===== config.mk =====
export PLATFORM = sky130hd
export DESIGN_NAME = pls_ctrl_regs
export DESIGN_NICKNAME = d
export VERILOG_FILES = /design/src/pls_pkg.sv /design/src/pls_ctrl_regs.sv
export VERILOG_INCLUDE_DIRS = /design/src
export SDC_FILE = /design/constraint.sdc
export NUM_CORES = 1
export LEC_CHECK = 0
export ABC_AREA = 1
export ABC_CLOCK_PERIOD_IN_PS = 2980
export BUFFER_PORTS_ARGS = -buffer_cell sky130_fd_sc_hd__buf_2
export CAP_MARGIN = 20
export CORE_ASPECT_RATIO = 1.5
export CORE_MARGIN = 1.5
export CORE_UTILIZATION = 65
export CTS_CLUSTER_DIAMETER = 50
export CTS_CLUSTER_SIZE = 25
export DETAILED_ROUTE_END_ITERATION = 10
export GPL_ROUTABILITY_DRIVEN = 0
export PLACE_DENSITY = 0.85
export SLEW_MARGIN = 5
export SYNTH_ARGS = -nofsm -noshare
export SYNTH_HDL_FRONTEND = slang
export SYNTH_SLANG_ARGS = --single-unit

===== constraint.sdc =====
create_clock -name clk -period 2.98 [get_ports clk]
set_input_delay 0.596 -clock clk [delete_from_list [all_inputs] [get_ports clk]]
set_output_delay 0.596 -clock clk [all_outputs]
set_load 0.02 [all_outputs]

===== src/pls_consts.svh =====
// Constants for the synthesizer control register logic
// Functional notes
// - Doubler bit selects doubled or direct reference
// - Falling edge only, or both edges doubled
// - Halver bit adds divide-by-two toggle stage
// - Ten-bit reference divide ratio, 1 to 1023
// - Double-buffer bit shadows output divider select
// - Shadowed bits applied on select-000 write
// - Lock count 40 cycles, or 5 cycles
// - Lock window 10 ns, or 6 ns
// - Lock after consecutive cycles inside window
// - Sleep bit powers down, registers kept
// - Sleep: counters load, pump off, unlock, mute
// - Tristate bit floats charge pump output
// - Counter-reset bit holds both dividers reset
// - Select codes 011, 100, 101 route words
// - Select code 010 loads reference register
// - Boost cell on until tuning nears lock
// - Divider mode 00 off, 10 resync timeout
// - Feedback from oscillator or output dividers
// - Mute-until-lock holds output off until locked
// - Output enable bit and two-bit power level
// - Charge cancellation bit enables cancellation
`ifndef PLS_CONSTS_SVH
`define PLS_CONSTS_SVH

`define PLS_WORD_W 32
`define PLS_SEL_MSB 2
`define PLS_SEL_R0 3'h0
`define PLS_SEL_R2 3'h2
`define PLS_SEL_R3 3'h3
`define PLS_SEL_R4 3'h4
`define PLS_SEL_R5 3'h5

// Reference, lock and power register fields
`define PLS_R2_DOUBLER 25
`define PLS_R2_HALVER 24
`define PLS_R2_RDIV_MSB 23
`define PLS_R2_RDIV_LSB 14
`define PLS_R2_DBLBUF 13
`define PLS_R2_CP_MSB 11
`define PLS_R2_CP_LSB 9
`define PLS_R2_LCOUNT 8
`define PLS_R2_LWIN 7
`define PLS_R2_SLEEP 5
`define PLS_R2_CPTRI 4
`define PLS_R2_CTRRST 3

// Boost and clock divider register fields
`define PLS_R3_BOOST 18
`define PLS_R3_MODE_MSB 16
`define PLS_R3_MODE_LSB 15
`define PLS_R3_DIV_MSB 14
`define PLS_R3_DIV_LSB 3
`define PLS_MODE_OFF 2'h0
`define PLS_MODE_RESYNC 2'h2

// Output register fields
`define PLS_R4_FBSEL 23
`define PLS_R4_DSEL_MSB 22
`define PLS_R4_DSEL_LSB 20
`define PLS_R4_MUTE 10
`define PLS_R4_OUTEN 5
`define PLS_R4_PWR_MSB 4
`define PLS_R4_PWR_LSB 3

// Lock pin and phase detector register fields
`define PLS_R5_ABP_MSB 31
`define PLS_R5_ABP_LSB 30
`define PLS_R5_CCAN 29
`define PLS_R5_LDPIN_MSB 23
`define PLS_R5_LDPIN_LSB 22

// Lock detector: counts in cycles, windows in tenths of a nanosecond
`define PLS_LOCK_LONG 6'h28
`define PLS_LOCK_SHORT 6'h05
`define PLS_WIN_WIDE 8'h64
`define PLS_WIN_NARROW 8'h3c

`define PLS_RDIV_ONE 10'h001
`define PLS_LOCK_STEP 6'h01
`define PLS_RESYNC_LAST 12'h001
`define PLS_WORD_RESET 32'h00000000

`endif


===== src/pls_pkg.sv =====
// Types shared by the synthesizer control register logic
package pls_pkg;

    typedef struct packed {
        logic [2:0] output_div_sel;
        logic [1:0] output_power;
        logic [2:0] cp_current;
        logic [1:0] antibacklash;
        logic [1:0] lock_pin_mode;
        logic output_enable;
        logic feedback_direct;
        logic charge_cancel;
        logic cp_tristate;
        logic counter_reset;
        logic boost_active;
    } pls_synth_ctl_type;

    typedef struct packed {
        logic serial_clock;
        logic serial_data;
        logic load_enable;
    } pls_serial_type;

endpackage


===== src/pls_ctrl_regs.sv =====
// Serial-loaded control registers, reference path and lock detector
`timescale 1ns/1ps
`include "pls_consts.svh"

module pls_ctrl_regs
    import pls_pkg::*;
#(
    parameter int RDIV_W = 10,
    parameter int TIMEOUT_W = 12
) (
    input wire logic clk,
    input wire logic rst,
    input wire pls_serial_type serial_pins,
    input wire logic reference_in,
    input wire logic phase_err_valid,
    input wire logic [7:0] phase_err,
    input wire logic tune_near_lock,
    output pls_synth_ctl_type synth_ctl,
    output logic phase_detector_ref,
    output logic lock_indicator_pin,
    output logic resync_pulse,
    output logic reg0_written
);

    // ****************************************************************
    // Pin synchronisers
    // ****************************************************************
    pls_serial_type ser_meta;
    pls_serial_type ser_sync;
    pls_serial_type ser_last;
    logic ref_meta;
    logic ref_sync;
    logic ref_last;

    always_ff @(posedge clk) begin
        if (rst) begin
            ser_meta <= '0;
            ser_sync <= '0;
            ser_last <= '0;
            ref_meta <= 1'b0;
            ref_sync <= 1'b0;
            ref_last <= 1'b0;
        end else begin
            ser_meta <= serial_pins;
            ser_sync <= ser_meta;
            ser_last <= ser_sync;
            ref_meta <= reference_in;
            ref_sync <= ref_meta;
            ref_last <= ref_sync;
        end
    end

    logic sclk_rise;
    logic load_rise;
    assign sclk_rise = ser_sync.serial_clock & ~ser_last.serial_clock;
    assign load_rise = ser_sync.load_enable & ~ser_last.load_enable;

    // ****************************************************************
    // Serial shift register and word routing
    // ****************************************************************
    logic [`PLS_WORD_W-1:0] shift_word;
    logic [`PLS_WORD_W-1:0] reference_and_lock_config;
    logic [`PLS_WORD_W-1:0] boost_and_resync_config;
    logic [`PLS_WORD_W-1:0] output_stage_config;
    logic [`PLS_WORD_W-1:0] lock_pin_and_detector_config;
    logic [2:0] register_select_bits;

    assign register_select_bits = shift_word[`PLS_SEL_MSB:0];

    // Words enter MSB first; the select code ends up in the low bits
    always_ff @(posedge clk) begin
        if (rst) begin
            shift_word <= `PLS_WORD_RESET;
        end else if (sclk_rise) begin
            shift_word <= {shift_word[`PLS_WORD_W-2:0], ser_sync.serial_data};
        end
    end

    // Input registers keep loading even while asleep
    always_ff @(posedge clk) begin
        if (rst) begin
            reference_and_lock_config <= `PLS_WORD_RESET;
            boost_and_resync_config <= `PLS_WORD_RESET;
            output_stage_config <= `PLS_WORD_RESET;
            lock_pin_and_detector_config <= `PLS_WORD_RESET;
        end else if (load_rise) begin
            unique case (register_select_bits)
                `PLS_SEL_R2: reference_and_lock_config <= shift_word;
                `PLS_SEL_R3: boost_and_resync_config <= shift_word;
                `PLS_SEL_R4: output_stage_config <= shift_word;
                `PLS_SEL_R5: lock_pin_and_detector_config <= shift_word;
                default: begin
                end
            endcase
        end
    end

    logic reg0_load;
    assign reg0_load = load_rise && (register_select_bits == `PLS_SEL_R0);

    always_ff @(posedge clk) begin
        if (rst) begin
            reg0_written <= 1'b0;
        end else begin
            reg0_written <= reg0_load;
        end
    end

    // ****************************************************************
    // Field decode
    // ****************************************************************
    logic doubler_on;
    logic reference_halver;
    logic [RDIV_W-1:0] rdiv_ratio;
    logic double_buffer_on;
    logic lock_cycle_count_select;
    logic lock_window_select;
    logic sleep_request;
    logic counter_hold;
    logic output_mute_until_lock;
    logic [1:0] clkdiv_mode;
    logic [TIMEOUT_W-1:0] clkdiv_value;

    assign doubler_on = reference_and_lock_config[`PLS_R2_DOUBLER];
    assign reference_halver = reference_and_lock_config[`PLS_R2_HALVER];
    assign rdiv_ratio = reference_and_lock_config[`PLS_R2_RDIV_MSB:`PLS_R2_RDIV_LSB];
    assign double_buffer_on = reference_and_lock_config[`PLS_R2_DBLBUF];
    assign lock_cycle_count_select = reference_and_lock_config[`PLS_R2_LCOUNT];
    assign lock_window_select = reference_and_lock_config[`PLS_R2_LWIN];
    assign sleep_request = reference_and_lock_config[`PLS_R2_SLEEP];
    // Sleep forces counters to load state like a counter reset
    assign counter_hold = reference_and_lock_config[`PLS_R2_CTRRST] | sleep_request;
    assign output_mute_until_lock = output_stage_config[`PLS_R4_MUTE];
    assign clkdiv_mode = boost_and_resync_config[`PLS_R3_MODE_MSB:`PLS_R3_MODE_LSB];
    assign clkdiv_value = boost_and_resync_config[`PLS_R3_DIV_MSB:`PLS_R3_DIV_LSB];

    // ****************************************************************
    // Shared decode and arithmetic
    // ****************************************************************
    // Divider select field of an output register word
    function automatic logic [2:0] div_sel_field(input logic [`PLS_WORD_W-1:0] word);
        return word[`PLS_R4_DSEL_MSB:`PLS_R4_DSEL_LSB];
    endfunction

    // One more in-window cycle; saturation is left to the caller
    function automatic logic [5:0] lock_step(input logic [5:0] count);
        return count + `PLS_LOCK_STEP;
    endfunction

    // ****************************************************************
    // Output divider select double buffer
    // ****************************************************************
    logic [2:0] active_div_sel;

    always_ff @(posedge clk) begin
        if (rst) begin
            active_div_sel <= '0;
        end else if (!double_buffer_on) begin
            active_div_sel <= div_sel_field(output_stage_config);
        end else if (reg0_load) begin
            // Shadowed bits wait here; the input register itself still loads
            active_div_sel <= div_sel_field(output_stage_config);
        end
    end

    // ****************************************************************
    // Reference path: doubler, divider, halver
    // ****************************************************************
    logic ref_edge;
    logic [RDIV_W-1:0] rdiv_count;
    logic rdiv_tick;
    logic halver_state;
    logic pfd_event;

    // Doubling the frequency is done by counting both edges
    assign ref_edge = doubler_on ? (ref_sync ^ ref_last)
                                 : (ref_last & ~ref_sync);

    // Ratio 0 is not allowed and is treated as 1
    assign rdiv_tick = ref_edge &&
        ((rdiv_count >= rdiv_ratio) || (rdiv_ratio <= `PLS_RDIV_ONE));

    always_ff @(posedge clk) begin
        if (rst || counter_hold) begin
            rdiv_count <= `PLS_RDIV_ONE;
        end else if (rdiv_tick) begin
            rdiv_count <= `PLS_RDIV_ONE;
        end else if (ref_edge) begin
            rdiv_count <= rdiv_count + 1'b1;
        end
    end

    always_ff @(posedge clk) begin
        if (rst || counter_hold) begin
            halver_state <= 1'b0;
        end else if (rdiv_tick) begin
            halver_state <= ~halver_state;
        end
    end

    // With the halver, one phase detector cycle per two divider ticks
    assign pfd_event = rdiv_tick && (!reference_halver || halver_state);

    always_ff @(posedge clk) begin
        if (rst || counter_hold) begin
            phase_detector_ref <= 1'b0;
        end else if (reference_halver) begin
            if (rdiv_tick) begin
                phase_detector_ref <= ~halver_state;
            end
        end else begin
            phase_detector_ref <= rdiv_tick;
        end
    end

    // ****************************************************************
    // Digital lock detector
    // ****************************************************************
    logic [5:0] lock_count;
    logic [5:0] lock_target;
    logic [7:0] lock_window;
    logic in_window;

    assign lock_target = lock_cycle_count_select ? `PLS_LOCK_SHORT
                                                 : `PLS_LOCK_LONG;
    assign lock_window = lock_window_select ? `PLS_WIN_NARROW
                                            : `PLS_WIN_WIDE;
    // An error equal to the window counts as outside it
    assign in_window = phase_err < lock_window;

    always_ff @(posedge clk) begin
        if (rst || sleep_request) begin
            lock_count <= '0;
            lock_indicator_pin <= 1'b0;
        end else if (phase_err_valid) begin
            if (!in_window) begin
                lock_count <= '0;
                lock_indicator_pin <= 1'b0;
            end else if (lock_step(lock_count) >= lock_target) begin
                lock_count <= lock_target;
                lock_indicator_pin <= 1'b1;
            end else begin
                lock_count <= lock_step(lock_count);
            end
        end
    end

    // ****************************************************************
    // Phase resync timeout
    // ****************************************************************
    logic [TIMEOUT_W-1:0] resync_count;
    logic resync_armed;

    // Armed by each frequency update; counts phase detector cycles
    always_ff @(posedge clk) begin
        if (rst || counter_hold || clkdiv_mode != `PLS_MODE_RESYNC) begin
            resync_count <= '0;
            resync_armed <= 1'b0;
            resync_pulse <= 1'b0;
        end else if (reg0_load) begin
            resync_count <= clkdiv_value;
            resync_armed <= 1'b1;
            resync_pulse <= 1'b0;
        end else if (resync_armed && pfd_event) begin
            // A zero timeout fires on the very first phase detector cycle
            resync_count <= resync_count - 1'b1;
            resync_armed <= (resync_count > `PLS_RESYNC_LAST);
            resync_pulse <= (resync_count <= `PLS_RESYNC_LAST);
        end else begin
            resync_pulse <= 1'b0;
        end
    end

    // ****************************************************************
    // Control outputs
    // ****************************************************************
    always_ff @(posedge clk) begin
        if (rst) begin
            synth_ctl <= '0;
        end else begin
            synth_ctl.output_div_sel <= active_div_sel;
            synth_ctl.output_power <=
                output_stage_config[`PLS_R4_PWR_MSB:`PLS_R4_PWR_LSB];
            synth_ctl.cp_current <=
                reference_and_lock_config[`PLS_R2_CP_MSB:`PLS_R2_CP_LSB];
            synth_ctl.antibacklash <=
                lock_pin_and_detector_config[`PLS_R5_ABP_MSB:`PLS_R5_ABP_LSB];
            synth_ctl.lock_pin_mode <=
                lock_pin_and_detector_config[`PLS_R5_LDPIN_MSB:`PLS_R5_LDPIN_LSB];
            // Output stays off while asleep or muted awaiting lock
            synth_ctl.output_enable <= output_stage_config[`PLS_R4_OUTEN] &&
                !sleep_request &&
                !(output_mute_until_lock && !lock_indicator_pin);
            synth_ctl.feedback_direct <= output_stage_config[`PLS_R4_FBSEL];
            synth_ctl.charge_cancel <= lock_pin_and_detector_config[`PLS_R5_CCAN];
            synth_ctl.cp_tristate <=
                reference_and_lock_config[`PLS_R2_CPTRI] | sleep_request;
            synth_ctl.counter_reset <= counter_hold;
            synth_ctl.boost_active <= boost_and_resync_config[`PLS_R3_BOOST] &&
                !tune_near_lock && !sleep_request;
        end
    end

endmodule


# Word level (Yosys, flattened, before mapping)
# Index checks and enable logic that the tools add are counted.
dict set report op_classes {
  n_addsub 3
  n_lt_le_gt_ge 6
  n_eq_ne 8
  mux 15
  bitwise_logic 11
  n_reduce_logical 28
}
# operator count
set ops {}
lappend ops {{two-way mux 12 bit} 2}
lappend ops {{two-way mux 6 bit} 3}
lappend ops {{greater-than comparator 12 x 1 -> 1 bit (second input constant)} 1}
lappend ops {{less-or-equal comparator 12 x 1 -> 1 bit (second input constant)} 1}
lappend ops {{subtractor 12 x 1 -> 12 bit (second input constant)} 1}
lappend ops {{adder 10 x 1 -> 10 bit (second input constant)} 1}
lappend ops {{>= comparator 10 bit} 1}
lappend ops {{less-or-equal comparator 10 x 1 -> 1 bit (second input constant)} 1}
lappend ops {{AND reduction 2 bit} 5}
lappend ops {{logical AND 1 bit} 9}
lappend ops {{less-than comparator 8 x 7 -> 1 bit} 1}
lappend ops {{two-way mux 1 bit} 7}
lappend ops {{two-way mux 7 bit} 1}
lappend ops {{adder 6 x 1 -> 6 bit (second input constant)} 1}
lappend ops {{equality test 3 x 2 -> 1 bit (second input constant)} 2}
lappend ops {{equality test 3 bit (second input constant)} 2}
lappend ops {{>= comparator 6 bit} 1}
lappend ops {{two-way mux 3 bit} 2}
lappend ops {{!= test 2 x 1 -> 1 bit (second input constant)} 3}
lappend ops {{logical NOT 1 bit} 5}
lappend ops {{logical OR 1 bit} 5}
lappend ops {{NOT 1 bit} 5}
lappend ops {{bitwise AND 1 bit} 3}
lappend ops {{logical NOT 3 bit} 1}
lappend ops {{other kinds (6)} 7}
dict set report word_totals {
  reg_bits 199
  inputBits 16
  out_inout_bits 22
  word_cells 108
}

# Depth between registers and ports, before layout
dict set report logic_depth {
  depth_word 8
  ltp_mapped 15
}

# Least setup slack after synthesis
# OpenSTA, ideal clock, no wires.
dict set report synth_path {
  path_kind {input-to-reg}
  from {input phase_err[6]}
  to {register lock_count[0]}
  setup_time_ns 0.070
  arrival_ns 1.598
  slack_ns 1.312
  path_stages 9
  cell_sequence {ha_1 > or2_0 > a31oi_1 > nand2_1 > nor2_2 > nand3_2 > nand2_1 > nand2_1 > a21oi_1}
}
dict set report synth_between {
  elab_chain_cells 2
}
# item line_no
set synth_lines {}
lappend synth_lines {{from (decl)} pls_ctrl_regs.sv:16} ;# input wire logic [7:0] phase_err,
lappend synth_lines {{less-than comparator 8 x 7 -> 1 bit} pls_ctrl_regs.sv:229} ;# assign in_window = phase_err < lock_window;
lappend synth_lines {{two-way mux 6 bit} pls_ctrl_regs.sv:236} ;# if (!in_window) begin
lappend synth_lines {{to (signal assigned)} pls_ctrl_regs.sv:240} ;# lock_count <= lock_target;
lappend synth_lines {{to (signal assigned)} pls_ctrl_regs.sv:243} ;# lock_count <= lock_step(lock_count);
lappend synth_lines {{to (decl)} pls_ctrl_regs.sv:219} ;# logic [5:0] lock_count;
# No other way between the ends.
# A chain may end at the register's enable or synchronous reset.

# Worst setup path in the final report
dict set report layout_path {
  from {register lock_count[0]}
  to {register lock_count[4]}
}
dict set report layout_between {
  elab_chain_cells 4
}
# item line_no
set layout_lines {}
lappend layout_lines {{adder 6 x 1 -> 6 bit (no source line) (*)} n/a}
lappend layout_lines {{>= comparator 6 bit} pls_ctrl_regs.sv:239} ;# end else if (lock_step(lock_count) >= lock_target) begin
lappend layout_lines {{two-way mux 6 bit (*)} pls_ctrl_regs.sv:239}
lappend layout_lines {{two-way mux 6 bit (*)} pls_ctrl_regs.sv:236}
# Every way passes the cells marked *; elsewhere a longest branch is shown, timed or not.

==> summary.md <==
| Metric | Value |
|---|---|
| Synth cell count leaders | `nor2_1, dfxtp_1, nand2_1` |
| Yosys reg bits | `147` |
| Hold Violations, Final | `0` |
| Clock-pin slew on the worst setup and hold paths | `about 60 ps` |
| Synth Area per Inst | `7.75 µm²` |
| Number of library cell types mapped by synthesis | `39` |
| Final period util | `0.694` |
| Setup crit start kind | `flop` |
| Core Area | `a little under 9000 µm²` |
| N_diodes | `0` |
| Initial Util | `0.677` |
| First-pass iteration count of the detailed router | `5` |
| Hold Crit Class | `in2reg` |
| Final min period | `around 2100 ps` |
| DP Worst Slack | `approximately 1000 ps` |
| Worst-Margin Slew | `approximately 950 ps` |
| Vert. Die Dim | `about 120 µm` |
| CTS tree | `done` |
| Fin. max-slew vios | `0` |
| Die footprint | `roughly 9900 µm²` |
| GRT overflow | `0` |
| Final Skew | `5.97 ps` |
| Post-CTS Resized | `0` |
| Clk_lat worst skew | `420 ps` |
| H-tree depth | `4` |
| Initial DRC Count | `470` |
| PwrDens | `610 nW/µm²` |
| Synthesized cell area | `6050 µm²` |
| Number of global-route vias before repair | `between 4,000 and 5,000` |
| Final worst slack | `913 ps` |
| Die width | `81.8 µm` |
| Largest net degree at the start of global routing | `85` |
| Area delta synth->final | `11.7%` |
| Status | `complete, no violations` |
| Clk sinks | `147` |
| Worst EP arrival | `about 2400 ps` |
| Syn Inst Count | `between 700 and 800` |
| Leak | `just over 3 nW` |
| Routed vias/inst | `5.51` |
| I/O pin count | `38` |
| Most common cell in the netlist | `nor2_1` |
| Synth Flop Type | `dfxtp_1` |
| Critical path capture point type | `flop` |
| Fin Setup TNS | `0 ps` |
| Final setup vio count | `0` |
| CP max FO | `6` |
| Via Count | `5,119` |
| Synth async-reset ratio | `0` |
| Met1 GRT Util | `0.313` |
| # fillers | `648` |
| Routed len/inst | `around 14 µm` |
| Total CTS buffers | `17` |
| Unrepaired setup endpoints after global routing | `no` |
| Net count after synthesis | `818` |
| Met3 usage | `0.0556` |
| Clk buf depth | `2` |
| Worst reg-to-reg setup slack | `910 ps` |
| Share of cells above drive strength 1 | `0.118` |
| Final Net Count | `844` |
| First-pass GRT wire length | `21,400 µm` |
| Hold-fix buffers, CTS | `0` |
| Critical Path RT | `3330 ps` |
| Largest area contributor in the netlist | `dfxtp_1` |
| Post-synth top area share | `0.487` |
| Slew HR | `0.368` |
| Sequential fraction of the synthesis area | `0.487` |
| Port bufs | `35` |
| Grt peak-use layer | `met2` |
| Dpl hpwl | `about 8500 µm` |
| DR DRC count | `0` |
| Drt total wl | `around 13,000 µm` |
| Final ANT Viol Nets | `0` |
| Main area contributors after synthesis | `dfxtp_1, nor2_1, o21ai_0` |
| Max Freq | `0.484 GHz` |
| M2 GR Usage | `0.505` |
| Max cap viols | `0` |
| Root Buffer | `clkbuf_16` |
| Antenna violations before repair | `0` |
| GRT Overall Usage | `0.280` |
| Crit path kind | `reg2reg` |
| Post-CTS Setup Bufs | `0` |
| VDD IR-drop max | `0.000528 V` |
| Number of synthesized flops with an enable pin | `0` |
| Synth Warn # | `0` |
| Row Count | `42` |
-- power by group --
part / switching (mW) / total [mW] / internal, mW
Combinational: 0.119 / 0.173 / 0.0542
Clock: 0.824 / 1.91 / 1.09
Sequential: 0.0300 / 2.03 / 2.00
Total: 0.972 / 4.12 / 3.15
-- cell usage in the layout, fill, tap and decap left out, types with 3 or more instances in the layout --
| cell type | n |
|---|---|
| nand4_1 | 5 |
| clkbuf_1 | 3 |
| buf_4 | 3 |
| inv_1 | 74 |
| clkinv_4 | 3 |
| clkinvlp_4 | 3 |
| nor3_1 | 6 |
| nor2_1 | 154 |
| buf_2 | 35 |
| a21oi_1 | 66 |
| o21ai_1 | 11 |
| clkbuf_16 | 17 |
| inv_2 | 10 |
| o21ai_0 | 86 |
| clkinv_2 | 3 |
| nand3_1 | 26 |
| nand2_1 | 97 |
| nor2_2 | 4 |
| xnor2_1 | 5 |
| ha_1 | 22 |
| dfxtp_1 | 147 |
| xor2_1 | 10 |
-- registers in the layout (all words and copies together), names as in the netlist, 2 cells and up --
register,count
shift_word,32
reference_and_lock_config,21
synth_ctl,18
boost_and_resync_config,15
resync_count,12
rdiv_count,10
output_stage_config,8
lock_count,6
lock_pin_and_detector_config,5
active_div_sel,3
ser_meta,3
ser_sync,3
ser_last,2
-- critical path: stages, from the launching register on --
cell	delay (ps)
dfxtp_1	410
ha_1	220
xor2_1	240
ha_1	270
nand2_1	70
nand2_1	60
nand2_1	60
nand2_1	50
nand2_1	190
nand3_2	130
inv_1	100
nand2_1	50
a21oi_1	130
-- final timing paths --
path,from,end,cells past startpoint
worst max-delay path,lock_count[0],lock_count[4],12
worst min-delay path,tune_near_lock,synth_ctl[0],2
worst max register to register,lock_count[0],lock_count[4],12
worst min register to register,ref_meta,ref_sync,2
-- layout make-up --
cell class / instances / area, µm² / area share
clock buffer: 21 / 450 / 0.0667
clock inverter: 11 / 81.3 / 0.0120
inverter: 85 / 322 / 0.0476
multi-input combinational: 517 / 2620 / 0.388
sequential: 147 / 2940 / 0.436
tap: 110 / 138 / 0.0204
timing repair buffer: 38 / 198 / 0.0293
-- layer usage --
layer | vias to the layer above | share of wire
met5 | - | 0
met4 | 0 | 0.018
met3 | 26 | 0.038
met2 | 143 | 0.54
met1 | 2393 | 0.40
li1 | 2557 | -
-- cells by family (layout without fill, tap and decap cells) --
group,count (synthesis),in the layout,share of synthesized area
xor gates and xnor gates,15,15,0.0217
adders and majority gates,22,22,0.0455
DFF,147,147,0.487
and+or+nand+nor,311,311,0.224
buffers and inverters,116,155,0.0797
AOI/OAI and AO/OA,169,169,0.143
-- stage by stage --
step                hold WS, ps   util  cell area (µm²)  total power, mW  instances
global route                335  0.756             6750             4.25        929
global placement            389  0.696             6220             2.23        897
floorplan                   388      -             6050             2.20        780
CTS                         332  0.756             6750             4.12        929
finish                      333  0.756             6750             4.12        929
detailed placement          399  0.696             6220             2.24        897
No activity file was read; power rests on OpenSTA's default activity.
